File: config.mk
export PLATFORM = sky130hd
export DESIGN_NAME = cct_completion_tracker
export DESIGN_NICKNAME = d
export VERILOG_FILES = /design/src/shared/cct_pkg.sv /design/src/hw/cct_completion_tracker.sv /design/src/hw/cct_span.sv /design/src/hw/cct_tag_store.sv
export SDC_FILE = /design/constraint.sdc
export NUM_CORES = 2
export LEC_CHECK = 0
export BUFFER_PORTS_ARGS = -buffer_cell sky130_fd_sc_hd__buf_2
export CORE_MARGIN = 8
export CORE_UTILIZATION = 62
export DETAILED_ROUTE_END_ITERATION = 8
export GPL_ROUTABILITY_DRIVEN = 0
export HOLD_SLACK_MARGIN = 0.05
export PLACE_DENSITY = 0.81
export SKIP_LAST_GASP = 1
export SYNTH_ARGS = -nofsm -noshare
export SYNTH_HDL_FRONTEND = slang
export SYNTH_SLANG_ARGS = --single-unit
File: constraint.sdc
create_clock -name pclk -period 33 [get_ports pclk]
set_clock_uncertainty 0.1 [all_clocks]
set_input_delay 1.65 -clock pclk [delete_from_list [all_inputs] [get_ports pclk]]
set_output_delay 1.65 -clock pclk [all_outputs]
set_load 0.1 [all_outputs]
File: src/shared/cct_pkg.sv
// Shared constants, register map and types for the completion credit tracker
package cct_pkg;

	// ************************************************************
	// Widths
	// ************************************************************
	localparam int CNT_W     = 16;
	localparam int ADDR_W    = 64;
	localparam int SIZE_W    = 13;
	localparam int LOW_W     = 7;
	localparam int SUM_W     = 14;
	localparam int TAG_W     = 5;
	localparam int TAG_COUNT = 32;
	localparam int PADDR_W   = 8;
	localparam int PDATA_W   = 32;
	localparam int LOG_W     = 4;

	// ************************************************************
	// Credit pools and granularity
	// ************************************************************
	// Data unit log2 in bytes: 4 is one 16-byte credit, 3 counts QWORDs, 2 counts DWORDs
	localparam int               UNIT_LOG        = 4;
	localparam int               CREDIT_LOG      = 4;
	localparam logic [CNT_W-1:0] HEADER_POOL     = 16'h0040;
	localparam logic [CNT_W-1:0] DATA_POOL_BYTES = 16'h3E00;
	localparam logic [CNT_W-1:0] DATA_POOL_UNITS = CNT_W'(DATA_POOL_BYTES >> UNIT_LOG);
	localparam logic [CNT_W-1:0] IO_READ_UNITS   = CNT_W'(1 << (CREDIT_LOG - UNIT_LOG));
	localparam logic [CNT_W-1:0] ONE             = 16'h0001;
	localparam logic [CNT_W-1:0] ZERO            = 16'h0000;

	// ************************************************************
	// Completion boundary and request size decoding
	// ************************************************************
	localparam logic [LOG_W-1:0] RCB_LOG_64   = 4'h6;
	localparam logic [LOG_W-1:0] RCB_LOG_128  = 4'h7;
	localparam logic [SUM_W-1:0] RCB_MASK_64  = 14'h003F;
	localparam logic [SUM_W-1:0] RCB_MASK_128 = 14'h007F;
	localparam logic [SUM_W-1:0] UNIT_MASK    = SUM_W'((1 << UNIT_LOG) - 1);
	localparam logic [LOG_W-1:0] MRS_LOG_BASE = 4'h7;
	localparam logic [2:0]       MRS_CODE_MAX = 3'h5;

	// ************************************************************
	// Register map
	// ************************************************************
	localparam logic [PADDR_W-1:0] REG_CTRL        = 8'h00;
	localparam logic [PADDR_W-1:0] REG_STATUS      = 8'h04;
	localparam logic [PADDR_W-1:0] REG_PEND_HDR    = 8'h08;
	localparam logic [PADDR_W-1:0] REG_PEND_DATA   = 8'h0C;
	localparam logic [PADDR_W-1:0] REG_OUTSTANDING = 8'h10;
	localparam logic [PADDR_W-1:0] REG_LIMIT       = 8'h14;
	localparam logic [PADDR_W-1:0] REG_SENT        = 8'h18;
	localparam logic [PADDR_W-1:0] REG_STALLS      = 8'h1C;

	typedef struct packed {
		logic [28:0] zero;
		logic        use_cfg_mrs;
		logic        use_cfg_rcb;
		logic        enable;
	} cct_ctrl_t;

	localparam cct_ctrl_t CTRL_RESET = 32'h00000001;

	typedef struct packed {
		logic [19:0]      zero;
		logic [LOG_W-1:0] mrs_log;
		logic [LOG_W-1:0] rcb_log;
		logic             zero_b;
		logic             busy;
		logic [1:0]       method;
	} cct_status_t;

	// ************************************************************
	// Methods and per-tag record
	// ************************************************************
	typedef enum logic [1:0] {
		cct_request_limit_method,
		cct_per_packet_method,
		cct_per_boundary_method,
		cct_per_data_credit_method
	} cct_method_t;

	typedef struct packed {
		logic             used;
		logic             io;
		logic [CNT_W-1:0] hdr;
		logic [CNT_W-1:0] data;
	} cct_entry_t;

endpackage

File: src/hw/cct_completion_tracker.sv
// Completion credit tracker: gates non-posted requests on receive-buffer completion space
// ************************************************************
// Summary of operation
// - Outstanding count starts zero, bounded by limit
// - Count up on send, down on last completion
// - Limit is min of data and header packet counts
// - Separate pending header and data counters, reset zero
// - Needs are ceiling spans; I/O write needs no data
// - Per-packet: header strictly below, data at most pool
// - Admit, send, add needs; per-packet stores needs
// - Per-packet releases stored needs after final completion
// - Per-boundary data credits equal boundary over sixteen
// - Per-boundary data need is header need times that
// - Per-boundary releases one header per boundary block
// - Crossings computed from lower address and length
// - Optional I/O policy: one credit read, none write
// - Per-data-credit: both sums strictly below pools
// - Per-data-credit: header drops per boundary block
// - Per-data-credit: data drops per sixteen-byte block
// - Data unit may be scaled to QWORD or DWORD
// - Boundary defaults to 64 bytes unless configured
// - Request size defaults to 128 bytes unless configured
// ************************************************************
`timescale 1ns/1ps
module cct_completion_tracker
	import cct_pkg::*;
#(
	parameter cct_method_t METHOD    = cct_per_packet_method,
	parameter logic        IO_POLICY = 1'b1
) (
	input  wire logic                pclk,
	input  wire logic                presetn,
	input  wire logic                psel,
	input  wire logic                penable,
	input  wire logic                pwrite,
	input  wire logic [PADDR_W-1:0]  paddr,
	input  wire logic [PDATA_W-1:0]  pwdata,
	output logic                     pready,
	output logic      [PDATA_W-1:0]  prdata,
	output logic                     pslverr,
	input  wire logic                cfg_rcb,
	input  wire logic [2:0]          cfg_mrs,
	input  wire logic                req_valid,
	output logic                     req_ready,
	input  wire logic [ADDR_W-1:0]   req_addr,
	input  wire logic [SIZE_W-1:0]   req_size,
	input  wire logic [TAG_W-1:0]    req_tag,
	input  wire logic                req_io_read,
	input  wire logic                req_io_write,
	output logic                     tx_valid,
	input  wire logic                tx_ready,
	output logic      [ADDR_W-1:0]   tx_addr,
	output logic      [SIZE_W-1:0]   tx_size,
	output logic      [TAG_W-1:0]    tx_tag,
	output logic                     tx_io_read,
	output logic                     tx_io_write,
	input  wire logic                cpl_valid,
	input  wire logic [TAG_W-1:0]    cpl_tag,
	input  wire logic [LOW_W-1:0]    cpl_lower_addr,
	input  wire logic [SIZE_W-1:0]   cpl_length,
	input  wire logic                cpl_last
);

	// ************************************************************
	// State
	// ************************************************************
	typedef enum logic {cct_idle, cct_send} cct_phase_t;

	typedef struct packed {
		cct_phase_t         phase;
		cct_ctrl_t          ctrl;
		logic [CNT_W-1:0]   outstanding_request_count;
		logic [CNT_W-1:0]   pending_header_credits;
		logic [CNT_W-1:0]   pending_data_credits;
		logic [CNT_W-1:0]   sent;
		logic [CNT_W-1:0]   stalls;
		logic [ADDR_W-1:0]  tx_addr;
		logic [SIZE_W-1:0]  tx_size;
		logic [TAG_W-1:0]   tx_tag;
		logic               tx_io_read;
		logic               tx_io_write;
		logic [PDATA_W-1:0] prdata;
		logic               pslverr;
	} cct_top_state_t;

	cct_top_state_t s;
	cct_top_state_t next_s;

	logic             rcb_128;
	logic [LOG_W-1:0] rcb_log;
	logic [LOG_W-1:0] mrs_log;
	logic [CNT_W-1:0] header_per_request;
	logic [CNT_W-1:0] packets_by_data;
	logic [CNT_W-1:0] packets_by_header;
	logic [CNT_W-1:0] outstanding_request_limit;
	logic [CNT_W-1:0] data_credits_per_boundary;
	logic [CNT_W-1:0] req_boundary_blocks;
	logic [CNT_W-1:0] req_credit_blocks;
	logic [CNT_W-1:0] boundary_crossings;
	logic [CNT_W-1:0] credit_crossings;
	logic [CNT_W-1:0] request_header_need;
	logic [CNT_W-1:0] request_data_need;
	logic [CNT_W-1:0] add_hdr;
	logic [CNT_W-1:0] add_data;
	logic [CNT_W-1:0] sub_hdr;
	logic [CNT_W-1:0] sub_data;
	logic             admit;
	logic             accept;
	logic             release_cpl;
	logic             req_tag_busy;
	cct_entry_t       cpl_entry;
	cct_status_t      status;

	// Saturating update keeps counters from wrapping under a stray release
	function automatic logic [CNT_W-1:0] cct_update(input logic [CNT_W-1:0] cur,
		input logic [CNT_W-1:0] add, input logic [CNT_W-1:0] sub);
		logic [CNT_W-1:0] sum;
		sum = cur + add;
		cct_update = (sum > sub) ? (sum - sub) : ZERO;
	endfunction

	// ************************************************************
	// Configuration decode and limit
	// ************************************************************
	always_comb begin
		rcb_128 = s.ctrl.use_cfg_rcb & cfg_rcb;
		rcb_log = rcb_128 ? RCB_LOG_128 : RCB_LOG_64;
		// Reserved size codes fall back to the default rather than over-allocating
		if (s.ctrl.use_cfg_mrs && (cfg_mrs <= MRS_CODE_MAX)) begin
			mrs_log = MRS_LOG_BASE + LOG_W'(cfg_mrs);
		end else begin
			mrs_log = MRS_LOG_BASE;
		end
		// Both sizes are powers of two and the request size is never below the boundary
		header_per_request        = CNT_W'(ONE << (mrs_log - rcb_log));
		packets_by_data           = CNT_W'(DATA_POOL_BYTES >> mrs_log);
		packets_by_header         = CNT_W'(HEADER_POOL / header_per_request);
		outstanding_request_limit = (packets_by_data < packets_by_header) ?
			packets_by_data : packets_by_header;
		data_credits_per_boundary = CNT_W'(ONE << (rcb_log - LOG_W'(UNIT_LOG)));
	end

	cct_span u_req_span (
		.rcb_128            (rcb_128),
		.addr_low           (req_addr[LOW_W-1:0]),
		.length             (req_size),
		.boundary_crossings (req_boundary_blocks),
		.credit_crossings   (req_credit_blocks)
	);

	cct_span u_cpl_span (
		.rcb_128            (rcb_128),
		.addr_low           (cpl_lower_addr),
		.length             (cpl_length),
		.boundary_crossings (boundary_crossings),
		.credit_crossings   (credit_crossings)
	);

	cct_tag_store u_tags (
		.pclk         (pclk),
		.presetn      (presetn),
		.wr_en        (accept),
		.wr_tag       (req_tag),
		.wr_io        (req_io_read | req_io_write),
		.wr_hdr       (request_header_need),
		.wr_data      (request_data_need),
		.free_en      (release_cpl & cpl_last),
		.free_tag     (cpl_tag),
		.req_tag      (req_tag),
		.req_tag_busy (req_tag_busy),
		.cpl_tag      (cpl_tag),
		.cpl_entry    (cpl_entry)
	);

	// ************************************************************
	// Needs and admission
	// ************************************************************
	always_comb begin
		request_header_need = req_boundary_blocks;
		if (req_io_write) begin
			request_data_need = ZERO;
		end else if (METHOD == cct_per_boundary_method && IO_POLICY && req_io_read) begin
			request_data_need = IO_READ_UNITS;
		end else if (METHOD == cct_per_boundary_method) begin
			request_data_need = CNT_W'(req_boundary_blocks * data_credits_per_boundary);
		end else begin
			request_data_need = req_credit_blocks;
		end
		unique case (METHOD)
			cct_request_limit_method: begin
				admit = s.outstanding_request_count < outstanding_request_limit;
			end
			cct_per_data_credit_method: begin
				admit = (s.pending_header_credits + request_header_need < HEADER_POOL) &&
					(s.pending_data_credits + request_data_need < DATA_POOL_UNITS);
			end
			default: begin
				admit = (s.pending_header_credits + request_header_need < HEADER_POOL) &&
					(s.pending_data_credits + request_data_need <= DATA_POOL_UNITS);
			end
		endcase
		req_ready = (s.phase == cct_idle) && s.ctrl.enable && !req_tag_busy && admit;
		accept    = req_valid && req_ready;
		// Completions for a tag that is not outstanding are ignored
		release_cpl = cpl_valid && cpl_entry.used;
	end

	// ************************************************************
	// Credit release per method
	// ************************************************************
	always_comb begin
		add_hdr  = accept ? request_header_need : ZERO;
		add_data = accept ? request_data_need : ZERO;
		sub_hdr  = ZERO;
		sub_data = ZERO;
		unique case (METHOD)
			cct_request_limit_method: begin
				add_hdr  = ZERO;
				add_data = ZERO;
			end
			cct_per_packet_method: begin
				if (release_cpl && cpl_last) begin
					sub_hdr  = cpl_entry.hdr;
					sub_data = cpl_entry.data;
				end
			end
			cct_per_boundary_method: begin
				if (release_cpl && IO_POLICY && cpl_entry.io) begin
					if (cpl_last) begin
						sub_hdr  = cpl_entry.hdr;
						sub_data = cpl_entry.data;
					end
				end else if (release_cpl) begin
					sub_hdr  = boundary_crossings;
					sub_data = CNT_W'(boundary_crossings * data_credits_per_boundary);
				end
			end
			cct_per_data_credit_method: begin
				if (release_cpl) begin
					sub_hdr  = boundary_crossings;
					sub_data = credit_crossings;
				end
			end
		endcase
	end

	// ************************************************************
	// Next state
	// ************************************************************
	always_comb begin
		next_s = s;
		next_s.pending_header_credits = cct_update(s.pending_header_credits, add_hdr, sub_hdr);
		next_s.pending_data_credits   = cct_update(s.pending_data_credits, add_data, sub_data);
		if (METHOD == cct_request_limit_method) begin
			next_s.outstanding_request_count = cct_update(s.outstanding_request_count,
				accept ? ONE : ZERO, (release_cpl && cpl_last) ? ONE : ZERO);
		end
		if (req_valid && !req_ready) begin
			next_s.stalls = s.stalls + ONE;
		end
		unique case (s.phase)
			cct_idle: begin
				if (accept) begin
					next_s.phase       = cct_send;
					next_s.tx_addr     = req_addr;
					next_s.tx_size     = req_size;
					next_s.tx_tag      = req_tag;
					next_s.tx_io_read  = req_io_read;
					next_s.tx_io_write = req_io_write;
				end
			end
			cct_send: begin
				if (tx_ready) begin
					next_s.phase = cct_idle;
					next_s.sent  = s.sent + ONE;
				end
			end
		endcase
		// Read data is latched in the setup cycle so the access cycle answers at once
		if (psel && !penable) begin
			next_s.pslverr = 1'b0;
			unique case (paddr)
				REG_CTRL:        next_s.prdata = s.ctrl;
				REG_STATUS:      next_s.prdata = status;
				REG_PEND_HDR:    next_s.prdata = PDATA_W'(s.pending_header_credits);
				REG_PEND_DATA:   next_s.prdata = PDATA_W'(s.pending_data_credits);
				REG_OUTSTANDING: next_s.prdata = PDATA_W'(s.outstanding_request_count);
				REG_LIMIT:       next_s.prdata = PDATA_W'(outstanding_request_limit);
				REG_SENT:        next_s.prdata = PDATA_W'(s.sent);
				REG_STALLS:      next_s.prdata = PDATA_W'(s.stalls);
				default: begin
					next_s.prdata  = '0;
					next_s.pslverr = 1'b1;
				end
			endcase
		end
		if (psel && penable && pwrite && paddr == REG_CTRL) begin
			next_s.ctrl      = pwdata;
			next_s.ctrl.zero = '0;
		end
	end

	always_comb begin
		status         = '0;
		status.method  = METHOD;
		status.busy    = (s.phase == cct_send);
		status.rcb_log = rcb_log;
		status.mrs_log = mrs_log;
	end

	always_ff @(posedge pclk or negedge presetn) begin
		if (!presetn) begin
			s       <= '0;
			s.phase <= cct_idle;
			s.ctrl  <= CTRL_RESET;
		end else begin
			s <= next_s;
		end
	end

	// ************************************************************
	// Outputs
	// ************************************************************
	assign pready      = 1'b1;
	assign prdata      = s.prdata;
	assign pslverr     = s.pslverr;
	assign tx_valid    = (s.phase == cct_send);
	assign tx_addr     = s.tx_addr;
	assign tx_size     = s.tx_size;
	assign tx_tag      = s.tx_tag;
	assign tx_io_read  = s.tx_io_read;
	assign tx_io_write = s.tx_io_write;

endmodule

File: src/hw/cct_span.sv
// Ceiling block counts of an address span against the boundary and the data unit
`timescale 1ns/1ps
module cct_span
	import cct_pkg::*;
(
	input  wire logic              rcb_128,
	input  wire logic [LOW_W-1:0]  addr_low,
	input  wire logic [SIZE_W-1:0] length,
	output logic      [CNT_W-1:0]  boundary_crossings,
	output logic      [CNT_W-1:0]  credit_crossings
);

	logic [SUM_W-1:0] rcb_mask;
	logic [SUM_W-1:0] rcb_sum;
	logic [SUM_W-1:0] unit_sum;

	// Adding the mask before the shift turns the floor into a ceiling
	always_comb begin
		rcb_mask           = rcb_128 ? RCB_MASK_128 : RCB_MASK_64;
		rcb_sum            = (SUM_W'(addr_low) & rcb_mask) + SUM_W'(length) + rcb_mask;
		unit_sum           = (SUM_W'(addr_low) & UNIT_MASK) + SUM_W'(length) + UNIT_MASK;
		boundary_crossings = rcb_128 ? CNT_W'(rcb_sum >> RCB_LOG_128) : CNT_W'(rcb_sum >> RCB_LOG_64);
		// A completion without data still frees one header
		boundary_crossings = (boundary_crossings == ZERO) ? ONE : boundary_crossings;
		credit_crossings   = CNT_W'(unit_sum >> UNIT_LOG);
	end

endmodule

File: src/hw/cct_tag_store.sv
// Per-tag record of outstanding requests: in-use flag, I/O flag and stored needs
`timescale 1ns/1ps
module cct_tag_store
	import cct_pkg::*;
(
	input  wire logic             pclk,
	input  wire logic             presetn,
	input  wire logic             wr_en,
	input  wire logic [TAG_W-1:0] wr_tag,
	input  wire logic             wr_io,
	input  wire logic [CNT_W-1:0] wr_hdr,
	input  wire logic [CNT_W-1:0] wr_data,
	input  wire logic             free_en,
	input  wire logic [TAG_W-1:0] free_tag,
	input  wire logic [TAG_W-1:0] req_tag,
	output logic                  req_tag_busy,
	input  wire logic [TAG_W-1:0] cpl_tag,
	output cct_entry_t            cpl_entry
);

	typedef struct packed {
		cct_entry_t [TAG_COUNT-1:0] entry;
	} cct_store_state_t;

	cct_store_state_t s;
	cct_store_state_t next_s;

	always_comb begin
		next_s = s;
		if (free_en) begin
			next_s.entry[free_tag].used = 1'b0;
		end
		// Admission never picks a busy tag, so a write never meets a free of the same tag
		if (wr_en) begin
			next_s.entry[wr_tag] = '{used: 1'b1, io: wr_io, hdr: wr_hdr, data: wr_data};
		end
	end

	always_ff @(posedge pclk or negedge presetn) begin
		if (!presetn) begin
			s <= '0;
		end else begin
			s <= next_s;
		end
	end

	assign req_tag_busy = s.entry[req_tag].used;
	assign cpl_entry    = s.entry[cpl_tag];

endmodule

==> summary.txt <==
STA
  – Period utilization: 94.3%
  – Final hold viol count: 0
  – Final Critical Period: 31.11 ns
  – Max-slew violations: 0
  – Worst slew margin: 5.30%
  – Slew @ Worst Pin: 1.42 ns
  – Final setup vio count: 0
  – F_max: 32.1 MHz

Final layout
  – Final Instance Area: 52200 um2
  – Area grow syn2layout: 8.71%
  – Fin nets: 4649
  – Fraction of layout cells with a size suffix above 1: 33.3%
  – Core Util, Final: 67.7%

Detailed routing
  – Per-cell routed wire length: 24.4 um
  – Initial DRC count: 3241
  – Vias: 35600
  – DRT Pass-1 Iters: 8
  – Antenna Violating Nets Remaining: 0
  – DRC violations left: 0
  – Vias/cell: 6.63
  – DRT Wirelength: 131 mm

Clock network
  – CTS H-Tree Depth: 3
  – Reg clk slew, reported paths: 0.06 ns
  – CTS tree: built
  – Hold_buf cts: 0
  – TritonCTS Sinks: 777
  – CTS buffer count: 75
  – Clock Latency Late Sink: 0.63 ns
  – Clock Tree Root: clkbuf_16
  – CTS max path bufs: 3

Critical path
  – Cell mode on critical path: ha_1
  – Element type at the critical path end: register
  – Critical path launch point type: input port
  – Critical path peak fanout: 12
  – Setup CP Type: input port to register
  – Slowest CP cell: a2111oi_4
  – Max incr delay on CP: 0.47 ns
  – Worst R2R Setup Slack: 2.72 ns
  – Worst path arrival time: 31.50 ns
  – CP Data Required Time: 33.39 ns

Floorplanning
  – Initial Util: 62.3%
  – Die area: 86600 um2
  – Die W: 294 um
  – Core footprint: 77100 um2
  – I/O pin count: 282
  – Cell Rows: 102
  – Die Ht: 294 um

Global routing
  – Overflow after GRT: 0
  – Vias in the first global route: 35900
  – Global-route wire length before repair: 205 mm
  – Largest net degree at the start of global routing: 175
  – Tot GR Track Use: 29.9%
  – Initial antenna violation count: 10

Synth
  – Post-synth top flop: dfrtp_1
  – Syn Area/Cell: 11.5 um2
  – Cells after Synth: 4172
  – Number of synthesized flops with an enable pin: 0
  – Yosys reg bits: 777
  – Async S/R FF share, synth: 100%
  – Cell Area, Synth: 48000 um2
  – Sequential-to-total area share from yosys stat: 40.5%
  – Yosys cell types: 121
  – Synth warn: 0

Place
  – Placed cell areas: 49500 um2
  – Hpwl dp: 88.1 mm
  – IO Port Bufs: 215

Min path
  – Hold WC Path Type: register to register

Status
  – Outcome: finished clean

Run
  – Max-cap violations: 0
cells in the mapped netlist, types with 8 or more instances:
cell | n | area (um2)
o21ai_1 | 10 | 50.1
o211ai_1 | 22 | 165
buf_2 | 18 | 90.1
mux4_2 | 161 | 3630
mux2_2 | 681 | 7670
o31ai_1 | 43 | 323
clkbuf_1 | 144 | 541
buf_6 | 8 | 90.1
ha_1 | 217 | 2720
a211oi_1 | 26 | 195
nor2_1 | 191 | 717
and3_1 | 44 | 275
a21oi_1 | 164 | 821
nand2b_1 | 31 | 194
nor2b_1 | 26 | 163
a21boi_0 | 12 | 90.1
nor4_1 | 28 | 175
xnor2_1 | 114 | 998
nor3_1 | 71 | 355
nand2_1 | 186 | 698
a221oi_1 | 10 | 87.6
buf_4 | 150 | 1130
nor3_4 | 32 | 521
o21ai_0 | 140 | 701
and2_1 | 17 | 106
dfrtp_1 | 776 | 19400
or2_2 | 12 | 75.1
mux2i_1 | 44 | 440
o22ai_1 | 81 | 507
o2111ai_1 | 9 | 78.8
and4_1 | 9 | 78.8
a21o_1 | 76 | 571
o21a_1 | 26 | 195
o21bai_1 | 25 | 188
a31oi_1 | 29 | 181
or3_1 | 21 | 131
nand4_1 | 28 | 175
xor2_1 | 49 | 429
nand3_1 | 72 | 360
buf_1 | 33 | 124
nand3b_1 | 20 | 150
inv_1 | 128 | 480
cell families after synthesis:
group	count (synthesis)	synth area share (%)
xor gates and xnor gates	163	2.97
muxes	888	24.5
and+or+nand+nor	827	9.40
other	2	0.0156
adders and majority gates	223	5.90
AOI/OAI and AO/OA	799	11.4
buffers and inverters	493	5.31
DFF	777	40.5
per-stage QoR:
stage          hold slack, ns  cells  TNS [ns]  setup slack (ns)
3_5_place_dp            0.366   5224         0             0.824
4_1_cts                 0.384   5357         0              1.38
2_1_floorplan           0.345   4203         0              3.18
5_1_grt                 0.400   5368  -0.00619          -0.00619
6_report                0.376   5371         0              1.89
3_3_place_gp            0.356   5224         0              1.22
state kept, by name, indices dropped and copies added (netlist names):
name         count
prdata          16
pslverr          1
s               67
tx_addr         64
tx_io_read       1
tx_io_write      1
tx_size         13
tx_tag           5
tx_valid         1
u_tags.s       608
area by class of cell:
type / instances / area [um2]
repair buffers: 342 / 2070
diodes: 11 / 27.5
fillers: 5478 / 24900
clock buffers: 110 / 2190
well taps: 1040 / 1300
multi-input cells: 2933 / 26300
inverters: 135 / 510
clock inverters: 23 / 359
flip-flops and latches: 777 / 19400
worst max-delay path: cells and delay by family:
family                     cells  cell delay [ns]
AOI/OAI and AO/OA             69            14.57
xor gates and xnor gates       1             0.18
adders and majority gates     18             5.40
buffers and inverters         25             3.67
muxes                          2             0.35
and+or+nand+nor               35             5.65
routing by layer:
| layer | vias to the layer above | global-route usage [%] | share of wire, % |
|---|---|---|---|
| met5 | - | 0 | 0 |
| met4 | 0 | 12.5 | 4.4 |
| met2 | 1782 | 48.0 | 47 |
| li1 | 15500 | - | - |
| met3 | 384 | 5.50 | 9.0 |
| met1 | 17900 | 40.0 | 40 |
path summary, 6_finish.rpt:
check | from | endpoint | depth (start not counted)
max in group asynchronous | presetn | tx_addr[49] | 3
max | cfg_mrs[1] | prdata[12] | 150
min in group asynchronous | presetn | u_tags.s[240] | 1
min reg2reg | prdata[15] | prdata[15] | 2
min | prdata[15] | prdata[15] | 2
max reg2reg | s[198] | prdata[12] | 149
placed cells by master, fill, tap and decap left out, types with 69 or more instances in the layout:
| master | n |
|---|---|
| o22ai_1 | 81 |
| mux4_2 | 161 |
| ha_1 | 216 |
| dfrtp_1 | 776 |
| xnor2_1 | 114 |
| mux2_2 | 681 |
| nand2_1 | 186 |
| nor2_1 | 182 |
| a21oi_1 | 162 |
| buf_4 | 126 |
| clkbuf_16 | 77 |
| o21ai_0 | 138 |
| a21o_1 | 76 |
| buf_2 | 212 |
| nor3_1 | 69 |
| nand3_1 | 71 |
| inv_1 | 128 |
timing repair:
| action | 4_1_cts | 5_1_grt |
|---|---|---|
| setup buffers | 0 | 3 |
| endpoints found under the setup margin | 0 | 14 |
| resized for setup | 0 | 14 |
Power is left out: the tool's default activity adds up to more than one toggle a clock period on the data nets, which glitch-free logic cannot reach.
